<file path="src/hw/contact_consts.svh">
`ifndef CONTACT_CONSTS_SVH
`define CONTACT_CONSTS_SVH
// Register byte offsets, one block of 0x20 per contact
`define REG_OP_TYPE 8'h00
`define REG_FUNC_SEL 8'h04
`define REG_TIMER_TGT 8'h08
`define REG_ASSIGN 8'h0C
`define REG_POLARITY 8'h10
`define REG_STATUS 8'h14
`define REG_CONTACT_STRIDE 8'h20
`define REG_SUMMARY 8'h60
// Reset values
`define RST_OP_TYPE 5'h00
`define RST_FUNC_SEL 3'h0
`define RST_TIMER_TGT 3'h0
`define RST_POLARITY 5'h00
`define RST_ASSIGN_C1 24'h000002
`define RST_ASSIGN_C2 24'h000003
`define RST_ASSIGN_C3 24'h000004
// Operation type codes
`define OP_LSP_W1 5'd1
`define OP_LSP_W2 5'd2
`define OP_LSP_W4 5'd3
`define OP_RUN_READY 5'd7
`define OP_AUTO_MANUAL 5'd8
`define OP_AUTO_TUNE 5'd10
`define OP_SELF_TUNE 5'd11
`define OP_REVERSE 5'd12
`define OP_RAMP 5'd13
`define OP_PV_HOLD 5'd14
`define OP_MAX_HOLD 5'd15
`define OP_MIN_HOLD 5'd16
`define OP_TIMER 5'd17
`define OP_LATCH_REL 5'd18
`define OP_MAX 5'd20
`define FUNC_MAX 3'd4
`define TGT_MAX 3'd5
// Input source codes
`define SRC_OFF 6'd0
`define SRC_ON 6'd1
`define SRC_DI1 6'd2
`define SRC_DI2 6'd3
`define SRC_EV1 6'd10
`define SRC_EV5 6'd14
`define SRC_COM1 6'd18
`define SRC_COM4 6'd21
`define SRC_MANUAL 6'd22
`define SRC_READY 6'd23
`define SRC_AT_RUN 6'd25
`define SRC_RAMPING 6'd26
`define SRC_ALARM 6'd28
`define SRC_PV_ALARM 6'd29
`define SRC_MODE_KEY 6'd31
`define SRC_EVOUT1 6'd32
`define SRC_CTRLOUT1 6'd33
`endif

</file>
<file path="src/hw/contact_pkg.sv">
`default_nettype none
package contact_pkg;
  typedef struct packed {
    logic [1:0] digital_input;
    logic [4:0] internal_event;
    logic [3:0] comm_input;
    logic manual_mode;
    logic ready_mode;
    logic at_running;
    logic sp_ramping;
    logic alarm;
    logic pv_alarm;
    logic mode_key;
    logic event_out1;
    logic ctrl_out1;
  } source_bits_t;
  typedef struct packed {
    logic [5:0] sel_d;
    logic [5:0] sel_c;
    logic [5:0] sel_b;
    logic [5:0] sel_a;
  } assign_t;
  typedef struct packed {
    logic [3:0] lsp_group;
    logic ready;
    logic manual;
    logic at_start;
    logic st_enable;
    logic reverse_action;
    logic ramp_disable;
    logic pv_hold;
    logic max_hold;
    logic min_hold;
    logic [4:0] timer_run;
    logic [4:0] timer_stop;
    logic latch_release;
  } actions_t;
endpackage
`default_nettype wire

</file>
<file path="src/hw/contact_eval.sv">
`include "contact_consts.svh"
`default_nettype none
module contact_eval
  import contact_pkg::*;
#(
  parameter int unsigned INDEX = 0
) (
  input wire source_bits_t src_in, // Synchronised source bits
  input wire assign_t assign_in, // Source codes A to D
  input wire logic [4:0] polarity_in, // Bits 3:0 A..D, bit 4 result
  input wire logic [2:0] func_in, // Input bit function select
  output logic state_out // Contact state, 1 is ON
);
  // Source picked by one code
  function automatic logic pick(input source_bits_t s, input logic [5:0] c);
    logic r;
    r = 1'b0;
    case (c)
      `SRC_ON: r = 1'b1;
      `SRC_DI1: r = s.digital_input[0];
      `SRC_DI2: r = s.digital_input[1];
      `SRC_MANUAL: r = s.manual_mode;
      `SRC_READY: r = s.ready_mode;
      `SRC_AT_RUN: r = s.at_running;
      `SRC_RAMPING: r = s.sp_ramping;
      `SRC_ALARM: r = s.alarm;
      `SRC_PV_ALARM: r = s.pv_alarm;
      `SRC_MODE_KEY: r = s.mode_key;
      `SRC_EVOUT1: r = s.event_out1;
      `SRC_CTRLOUT1: r = s.ctrl_out1;
      default: begin
        if (c >= `SRC_EV1 && c <= `SRC_EV5) begin
          r = s.internal_event[3'(c - `SRC_EV1)];
        end else if (c >= `SRC_COM1 && c <= `SRC_COM4) begin
          r = s.comm_input[2'(c - `SRC_COM1)];
        end else begin
          r = 1'b0; // Constant OFF and undefined codes
        end
      end
    endcase
    return r;
  endfunction

  logic a, b, c, d, f;
  // Per-input polarity then function
  always_comb begin
    a = pick(src_in, assign_in.sel_a) ^ polarity_in[0];
    b = pick(src_in, assign_in.sel_b) ^ polarity_in[1];
    c = pick(src_in, assign_in.sel_c) ^ polarity_in[2];
    d = pick(src_in, assign_in.sel_d) ^ polarity_in[3];
    case (func_in)
      3'd1: f = ((a & b) | (c & d)) ^ polarity_in[4];
      3'd2: f = ((a | b) & (c | d)) ^ polarity_in[4];
      3'd3: f = (a | b | c | d) ^ polarity_in[4];
      3'd4: f = (a & b & c & d) ^ polarity_in[4];
      default: begin
        if (INDEX < 2) begin
          f = src_in.digital_input[INDEX];
        end else begin
          f = 1'b0;
        end
      end
    endcase
    state_out = f;
  end
endmodule
`default_nettype wire

</file>
<file path="src/hw/pv_hold_tracker.sv">
`include "contact_consts.svh"
`default_nettype none
module pv_hold_tracker #(
  parameter int unsigned WIDTH = 16
) (
  input wire logic mclk_in, // Controller clock
  input wire logic reset_in, // Async reset, high
  input wire logic [WIDTH-1:0] pv_in, // Signed process value
  input wire logic pv_hold_in, // Freeze present value
  input wire logic max_hold_in, // Hold running maximum, raised by larger values
  input wire logic min_hold_in, // Hold running minimum, lowered by smaller values
  output logic [WIDTH-1:0] pv_out // Held or tracked value
);
  logic [WIDTH-1:0] val_q, val_d;
  logic [WIDTH-1:0] max_q, max_d, min_q, min_d;
  logic [WIDTH-1:0] out_q, out_d;
  // Track value, running max and min
  always_comb begin
    val_d = pv_hold_in ? val_q : pv_in;
    max_d = max_hold_in ? max_q : pv_in;
    if (max_hold_in && $signed(pv_in) > $signed(max_q)) begin
      max_d = pv_in;
    end
    min_d = min_hold_in ? min_q : pv_in;
    if (min_hold_in && $signed(pv_in) < $signed(min_q)) begin
      min_d = pv_in;
    end
    // Output priority max, min, then value
    if (max_hold_in) begin
      out_d = max_d;
    end else if (min_hold_in) begin
      out_d = min_d;
    end else begin
      out_d = val_d;
    end
  end
  // Registers
  always_ff @(posedge mclk_in or posedge reset_in) begin
    if (reset_in) begin
      val_q <= '0;
      max_q <= '0;
      min_q <= '0;
      out_q <= '0;
    end else begin
      val_q <= val_d;
      max_q <= max_d;
      min_q <= min_d;
      out_q <= out_d;
    end
  end
  // Registered output, aligned with the decoded operations
  assign pv_out = out_q;
endmodule
`default_nettype wire

</file>
<file path="src/hw/internal_contact_logic.sv">
`include "contact_consts.svh"
`default_nettype none
module internal_contact_logic
  import contact_pkg::*;
#(
  parameter int unsigned PV_WIDTH = 16
) (
  input wire logic mclk_in, // 100 MHz controller clock
  input wire logic reset_in, // Async reset, active high
  input wire logic wb_cyc_in, // Wishbone cycle
  input wire logic wb_stb_in, // Wishbone strobe
  input wire logic wb_we_in, // Wishbone write enable
  input wire logic [7:0] wb_adr_in, // Wishbone byte address
  input wire logic [3:0] wb_sel_in, // Wishbone byte selects
  input wire logic [31:0] wb_dat_in, // Wishbone write data
  output logic [31:0] wb_dat_out, // Wishbone read data
  output logic wb_ack_out, // Wishbone acknowledge
  input wire logic [1:0] digital_input_in, // Physical inputs, asynchronous
  input wire source_bits_t src_in, // Internal status, same clock
  input wire logic [PV_WIDTH-1:0] pv_in, // Process value
  output logic [PV_WIDTH-1:0] pv_out, // Held process value
  output actions_t actions_out // Decoded operations
);
  localparam int N = 3;
  // Configuration
  logic [4:0] op_q [N], op_d [N];
  logic [2:0] func_q [N], func_d [N];
  logic [2:0] tgt_q [N], tgt_d [N];
  assign_t asg_q [N], asg_d [N];
  logic [4:0] pol_q [N], pol_d [N];
  logic [31:0] rdat_d;
  logic ack_d;
  logic [5:0] di_pipe_q, di_pipe_d;
  logic [1:0] di_q, di_d;
  source_bits_t src;
  logic [N-1:0] state;
  actions_t act_d;

  // Decode byte address into contact index and slot
  function automatic logic [1:0] idx_of(input logic [7:0] a);
    return a[6:5];
  endfunction
  function automatic logic [7:0] slot_of(input logic [7:0] a);
    return {3'h0, a[4:0]};
  endfunction
  // Byte-lane merge
  function automatic logic [31:0] merge(input logic [31:0] o, input logic [31:0] n,
                                        input logic [3:0] s);
    logic [31:0] r;
    r = o;
    for (int i = 0; i < 4; i++) begin
      if (s[i]) begin
        r[i*8 +: 8] = n[i*8 +: 8];
      end
    end
    return r;
  endfunction

  // Three-stage sync, change taken when stages two and three agree
  always_comb begin
    di_pipe_d = {di_pipe_q[3:0], digital_input_in};
    di_d = di_q;
    for (int i = 0; i < 2; i++) begin
      if (di_pipe_q[2 + i] == di_pipe_q[4 + i]) begin
        di_d[i] = di_pipe_q[4 + i];
      end
    end
  end
  always_ff @(posedge mclk_in or posedge reset_in) begin
    if (reset_in) begin
      di_pipe_q <= 6'h00;
      di_q <= 2'h0;
    end else begin
      di_pipe_q <= di_pipe_d;
      di_q <= di_d;
    end
  end
  // Replace raw pins with synchronised copies
  always_comb begin
    src = src_in;
    src.digital_input = di_q;
  end

  // Contact evaluators
  for (genvar g = 0; g < N; g++) begin : g_contact
    contact_eval #(.INDEX(g)) u_eval (
      .src_in(src),
      .assign_in(asg_q[g]),
      .polarity_in(pol_q[g]),
      .func_in(func_q[g]),
      .state_out(state[g])
    );
  end

  // Register writes and read mux
  always_comb begin
    logic [1:0] ix;
    logic [7:0] sl;
    logic hit;
    logic [31:0] w;
    ix = idx_of(wb_adr_in);
    sl = slot_of(wb_adr_in);
    hit = wb_cyc_in && wb_stb_in && !wb_ack_out;
    w = 32'h0000_0000;
    ack_d = hit;
    rdat_d = 32'h0000_0000;
    for (int i = 0; i < N; i++) begin
      op_d[i] = op_q[i];
      func_d[i] = func_q[i];
      tgt_d[i] = tgt_q[i];
      asg_d[i] = asg_q[i];
      pol_d[i] = pol_q[i];
    end
    if (wb_adr_in == `REG_SUMMARY) begin
      rdat_d = {29'h0, state};
    end else if (ix != 2'd3) begin
      case (sl)
        `REG_OP_TYPE: begin
          rdat_d = {27'h0, op_q[ix]};
          w = merge(rdat_d, wb_dat_in, wb_sel_in);
          if (hit && wb_we_in && w[4:0] <= `OP_MAX) begin
            op_d[ix] = w[4:0];
          end
        end
        `REG_FUNC_SEL: begin
          rdat_d = {29'h0, func_q[ix]};
          w = merge(rdat_d, wb_dat_in, wb_sel_in);
          if (hit && wb_we_in && w[2:0] <= `FUNC_MAX) begin
            func_d[ix] = w[2:0];
          end
        end
        `REG_TIMER_TGT: begin
          if (op_q[ix] == `OP_TIMER) begin
            rdat_d = {29'h0, tgt_q[ix]};
            w = merge(rdat_d, wb_dat_in, wb_sel_in);
            if (hit && wb_we_in && w[2:0] <= `TGT_MAX) begin
              tgt_d[ix] = w[2:0];
            end
          end
        end
        `REG_ASSIGN: begin
          rdat_d = {8'h0, asg_q[ix]};
          w = merge(rdat_d, wb_dat_in, wb_sel_in);
          if (hit && wb_we_in) begin
            asg_d[ix] = w[23:0];
          end
        end
        `REG_POLARITY: begin
          rdat_d = {27'h0, pol_q[ix]};
          w = merge(rdat_d, wb_dat_in, wb_sel_in);
          if (hit && wb_we_in) begin
            pol_d[ix] = w[4:0];
          end
        end
        `REG_STATUS: rdat_d = {31'h0, state[ix]};
        default: rdat_d = 32'h0000_0000;
      endcase
    end
  end
  always_ff @(posedge mclk_in or posedge reset_in) begin
    if (reset_in) begin
      for (int i = 0; i < N; i++) begin
        op_q[i] <= `RST_OP_TYPE;
        func_q[i] <= `RST_FUNC_SEL;
        tgt_q[i] <= `RST_TIMER_TGT;
        pol_q[i] <= `RST_POLARITY;
      end
      asg_q[0] <= `RST_ASSIGN_C1;
      asg_q[1] <= `RST_ASSIGN_C2;
      asg_q[2] <= `RST_ASSIGN_C3;
      wb_ack_out <= 1'b0;
      wb_dat_out <= 32'h0000_0000;
    end else begin
      for (int i = 0; i < N; i++) begin
        op_q[i] <= op_d[i];
        func_q[i] <= func_d[i];
        tgt_q[i] <= tgt_d[i];
        asg_q[i] <= asg_d[i];
        pol_q[i] <= pol_d[i];
      end
      wb_ack_out <= ack_d;
      if (ack_d) begin
        wb_dat_out <= rdat_d;
      end else begin
        wb_dat_out <= 32'h0000_0000;
      end
    end
  end

  // Operation decode from contact states
  always_comb begin
    logic [2:0] sum;
    sum = 3'h0;
    act_d = '0;
    for (int i = 0; i < N; i++) begin
      case (op_q[i])
        `OP_LSP_W1: begin
          if (state[i]) begin
            sum = sum | 3'h1;
          end
        end
        `OP_LSP_W2: begin
          if (state[i]) begin
            sum = sum | 3'h2;
          end
        end
        `OP_LSP_W4: begin
          if (state[i]) begin
            sum = sum | 3'h4;
          end
        end
        `OP_RUN_READY: begin
          act_d.ready = state[i];
        end
        `OP_AUTO_MANUAL: begin
          act_d.manual = state[i];
        end
        `OP_AUTO_TUNE: begin
          act_d.at_start = state[i];
        end
        `OP_SELF_TUNE: begin
          act_d.st_enable = state[i];
        end
        `OP_REVERSE: begin
          act_d.reverse_action = state[i];
        end
        `OP_RAMP: begin
          act_d.ramp_disable = state[i];
        end
        `OP_PV_HOLD: begin
          act_d.pv_hold = state[i];
        end
        `OP_MAX_HOLD: begin
          act_d.max_hold = state[i];
        end
        `OP_MIN_HOLD: begin
          act_d.min_hold = state[i];
        end
        `OP_TIMER: begin
          for (int e = 0; e < 5; e++) begin
            if (tgt_q[i] == 3'h0 || tgt_q[i] == 3'(e + 1)) begin
              act_d.timer_run[e] = state[i];
              act_d.timer_stop[e] = !state[i];
            end
          end
        end
        `OP_LATCH_REL: begin
          act_d.latch_release = state[i];
        end
        default: ;
      endcase
    end
    // Group eight needs the fourth bit
    act_d.lsp_group = {1'b0, sum} + 4'h1;
  end
  always_ff @(posedge mclk_in or posedge reset_in) begin
    if (reset_in) begin
      actions_out <= '0;
    end else begin
      actions_out <= act_d;
    end
  end

  // Hold tracker for the process value
  pv_hold_tracker #(.WIDTH(PV_WIDTH)) u_hold (
    .mclk_in(mclk_in),
    .reset_in(reset_in),
    .pv_in(pv_in),
    .pv_hold_in(act_d.pv_hold),
    .max_hold_in(act_d.max_hold),
    .min_hold_in(act_d.min_hold),
    .pv_out(pv_out)
  );
endmodule
`default_nettype wire

</file>
<file path="config.mk">
export PLATFORM = sky130hd
export DESIGN_NAME = internal_contact_logic
export DESIGN_NICKNAME = d
export VERILOG_FILES = /design/src/hw/contact_pkg.sv /design/src/hw/contact_eval.sv /design/src/hw/pv_hold_tracker.sv /design/src/hw/internal_contact_logic.sv
export VERILOG_INCLUDE_DIRS = /design/src /design/src/hw
export SDC_FILE = /design/constraint.sdc
export NUM_CORES = 1
export LEC_CHECK = 0
export ABC_CLOCK_PERIOD_IN_PS = 18900
export BUFFER_PORTS_ARGS = -buffer_cell sky130_fd_sc_hd__buf_2
export CELL_PAD_IN_SITES_DETAIL_PLACEMENT = 0
export CELL_PAD_IN_SITES_GLOBAL_PLACEMENT = 1
export CORE_MARGIN = 10
export CORE_UTILIZATION = 40
export CTS_BUF_LIST = sky130_fd_sc_hd__clkbuf_2 sky130_fd_sc_hd__clkbuf_4 sky130_fd_sc_hd__clkbuf_8
export DETAILED_ROUTE_END_ITERATION = 6
export PLACE_DENSITY_LB_ADDON = 0.1
export SLEW_MARGIN = 30
export SYNTH_ARGS = -nofsm -noshare
export SYNTH_HDL_FRONTEND = slang
export SYNTH_SLANG_ARGS = --single-unit
</file>
<file path="constraint.sdc">
create_clock -name mclk_in -period 18.9 [get_ports mclk_in]
set_input_delay 3.78 -clock mclk_in [delete_from_list [all_inputs] [get_ports mclk_in]]
set_output_delay 3.78 -clock mclk_in [all_outputs]
set_load 0.02 [all_outputs]
</file>
==> flow_summary.ini <==
[outcome]
run_status = complete, no violations

[finish]
stdcell_count = 2685
layout.filler_cells = 4232
n_antenna_cell = 0
final_core_utilization = 0.450
finalNetCount = 2208
area_growth_syn_to_layout_pct = 11.5
final_cell_area_um2 = 19300
share_of_cells_above_drive_strength_1 = 0.149

[critical_path]
cp.required_ns = 19.41
endpoint_class_of_the_critical_path = flop
timing.critical_path.from = src_in[9]
worstReg2RegStart = asg_q[13]$_DFFE_PP0P_
critPathArrivalTime_ns = 8.95
startpoint_type = input port
path_max_fanout = 34
critical_path_class = in2reg

[grt]
globalRouteTotalUtil = 0.213
first_pass_grt_wire_length_mm = 88.8
grt-ovfl-total = 0
grt_pass1_vias = 14900
grt_antenna_before_repair = 3
grt_start_max_net_pins = 172

[power_and_ir_drop]
irDropWorstVdd_uv = 40.2
power_density_nw_per_um2 = 66.6
power.leakage_nw = 8.66

[floorplan]
floorplan.initialDensity = 0.403
floorplan.rows = 76
floorplan.core_area_um2 = 42900
io-pin-count = 160
die-area_um2 = 52000
chipWidth_um = 228
floorplan.die.height_um = 228

[clock_network]
post_cts_hold_buffer_count = 0
tritoncts_clock_tree = yes
cts.sink_count = 241
worst_setup_hold_path_clk_slew_ns = 0.06
postCtsSetupBuffers = 0
worstSkewPairLatency_ns = 0.64
cts_htree_levels = 2
number_of_buffers_on_the_longest_clock_path = 3
cts_made_buffers = 46
buffer_type_at_the_clock_tree_root = sky130_fd_sc_hd__clkbuf_8
cts_resized = 0

[sta]
rsz0062_at_grt = no
max_freq_ghz = 0.119
setup-violations-final = 0
slew_headroom = 0.313
final_period_minus_worst_setup_slack_ns = 8.44
final_max_slew_viol_count = 0
tns_ns = 0
final_hold_fails = 0
worst_clock_skew_ns = 0.0451
measured_slew_at_the_worst_slew_check_pin_ns = 1.03
postLayoutSetupSlackWorst_ns = 10.46
final.period_utilization = 0.446

[drt]
routed_wirelength_mm = 56.8
drt-initial-drc-count = 1263
detail_route.first_pass.iterations = 5
via_count = 15300
antenna_violating_nets_post_route = 0
drt-vias-per-instance = 5.69
drcViolationCount = 0
routedWlPerCell_um = 21.2

[place]
place_hpwl_mm = 37.5
place_congestion = 0.863
placed_cell_area_um2 = 18200
buffer_ports.inserted = 140
place_ws_ns = 9.68
place_inst = 2600

[logic_synthesis]
synth.yosys.seq_area_share = 0.349
synthDistinctLibCells = 89
syn-cell-area_um2 = 17300
asyncSetResetFlopFracSynth = 1.00
synth_top_area_share = 0.343
biggest_area_contributors_in_the_synthesized_netlist = sky130_fd_sc_hd__dfrtp_1 (34%), sky130_fd_sc_hd__mux2i_1 (9.9%), sky130_fd_sc_hd__o21ai_0 (6.9%)
netlist.top_cell.by_area = sky130_fd_sc_hd__dfrtp_1
syn_avg_cell_area_um2 = 8.53
synth_commonest_cells = sky130_fd_sc_hd__nand2_1 (242), sky130_fd_sc_hd__o21ai_0 (238), sky130_fd_sc_hd__dfrtp_1 (237)
postSynthCellCount = 2028
ys_dominant_reg_cell = sky130_fd_sc_hd__dfrtp_1
synthesis.yosys.warnings = 0
yosys_register_bits = 241
number_of_flops_mapped_to_enable_cells_by_yosys = 0
post-synth-top-count-cell = sky130_fd_sc_hd__nand2_1

[hold_path]
hold_class = reg2reg
hold_path_startpoint = di_pipe_q[1]$_DFF_PP0_

[run]
cap_viol_max_count = 0
-- final timing paths --
kind	to	slack [ns]	depth (start not counted)
min in group asynchronous	asg_q[36]$_DFFE_PP0P_	3.18	2
max in group asynchronous	op_q[4]$_DFFE_PP0P_	14.44	4
worst max-delay path	u_hold.max_q[0]$_DFF_PP0_	10.46	17
worst min-delay path	di_pipe_q[3]$_DFF_PP0_	0.35	0
worst max register to register	u_hold.max_q[0]$_DFF_PP0_	12.99	15
worst min register to register	di_pipe_q[3]$_DFF_PP0_	0.35	0
-- state kept, by name, indices dropped and copies added (netlist names) --
signal and cells:
u_hold.max_q 16, wb_dat_out 24, pol_q 15, di_pipe_q 6, u_hold.min_q 16, asg_q 72, op_q 15, u_hold.val_q 16
wb_ack_out 1, func_q 9, u_hold.pv_out 16, actions_out 24, tgt_q 9, di_q 2
-- logic make-up after synthesis --
kind of cell,after synthesis,share of synthesized area
other,1,0.000217
and+or+nand+nor,685,0.203
AOI/OAI and AO/OA,542,0.199
DFF,241,0.349
xor gates and xnor gates,23,0.0116
muxes,214,0.132
buffers and inverters,264,0.0640
adders and majority gates,58,0.0417
-- routing by layer --
layer  part of all wire  track usage
met2               0.44        0.328
met3              0.064       0.0410
met4              0.023       0.0600
met5                  0            0
met1               0.47        0.298
-- cell type report --
cell class | count | area, um^2 | share of cell area
clock inverter | 11 | 144 | 0.00746
timing repair buffer | 155 | 866 | 0.0449
sequential | 241 | 6040 | 0.313
multi-input combinational | 1530 | 10200 | 0.531
clock buffer | 72 | 916 | 0.0475
tap | 585 | 732 | 0.0380
inverter | 91 | 349 | 0.0181
-- worst max-delay path: stages --
cell,delay [ns]
sky130_fd_sc_hd__buf_2,0.23
sky130_fd_sc_hd__mux2_2,0.30
sky130_fd_sc_hd__and3_1,0.17
sky130_fd_sc_hd__o21ai_0,0.18
sky130_fd_sc_hd__o22ai_1,0.11
sky130_fd_sc_hd__a2111oi_1,0.73
sky130_fd_sc_hd__xor2_1,0.28
sky130_fd_sc_hd__o211ai_1,0.18
sky130_fd_sc_hd__nand4_1,0.12
sky130_fd_sc_hd__or4b_1,0.74
sky130_fd_sc_hd__nand2_1,0.20
sky130_fd_sc_hd__buf_4,0.37
sky130_fd_sc_hd__nand2_1,0.11
sky130_fd_sc_hd__o21ai_2,0.09
sky130_fd_sc_hd__buf_4,0.40
sky130_fd_sc_hd__nand2_2,0.48
sky130_fd_sc_hd__mux2_1,0.45
-- cell usage in the layout (no fill, tap or decap), types with 15 or more instances in the layout --
| master | synthesis | routed |
|---|---|---|
| sky130_fd_sc_hd__inv_1 | 86 | 85 |
| sky130_fd_sc_hd__mux2i_1 | 171 | 171 |
| sky130_fd_sc_hd__nand3b_1 | 28 | 28 |
| sky130_fd_sc_hd__nand2b_1 | 39 | 39 |
| sky130_fd_sc_hd__mux2_2 | 30 | 30 |
| sky130_fd_sc_hd__nand2_1 | 242 | 242 |
| sky130_fd_sc_hd__clkbuf_8 | 0 | 60 |
| sky130_fd_sc_hd__ha_1 | 56 | 56 |
| sky130_fd_sc_hd__nand4_1 | 22 | 22 |
| sky130_fd_sc_hd__nor3_1 | 42 | 42 |
| sky130_fd_sc_hd__o21ai_0 | 238 | 238 |
| sky130_fd_sc_hd__dfrtp_1 | 237 | 237 |
| sky130_fd_sc_hd__nor2_1 | 102 | 102 |
| sky130_fd_sc_hd__xor2_1 | 15 | 15 |
| sky130_fd_sc_hd__o221a_1 | 16 | 16 |
| sky130_fd_sc_hd__o211ai_1 | 18 | 18 |
| sky130_fd_sc_hd__nor2b_1 | 31 | 30 |
| sky130_fd_sc_hd__nand3_1 | 49 | 46 |
| sky130_fd_sc_hd__and3_1 | 31 | 30 |
| sky130_fd_sc_hd__a21oi_1 | 40 | 40 |
| sky130_fd_sc_hd__a21o_1 | 29 | 29 |
| sky130_fd_sc_hd__o22ai_1 | 33 | 33 |
| sky130_fd_sc_hd__buf_2 | 32 | 140 |
| sky130_fd_sc_hd__o21ai_1 | 25 | 25 |
| sky130_fd_sc_hd__a31oi_1 | 17 | 17 |
-- where the power goes --
part / internal [mW] / leakage, nW / switching [mW]
logic: 0.0528 / 4.93 / 0.0986
clock network: 0.349 / 0.560 / 0.245
registers: 0.527 / 3.18 / 0.0117
total: 0.929 / 8.66 / 0.356
-- per-stage QoR --
step,hold WS [ns],total power [mW]
2_1_floorplan,0.331,0.644
3_3_place_gp,0.336,0.697
3_5_place_dp,0.339,0.699
4_1_cts,0.352,1.30
5_1_grt,0.357,1.34
6_report,0.348,1.29
(Power assumes the default switching activity.)
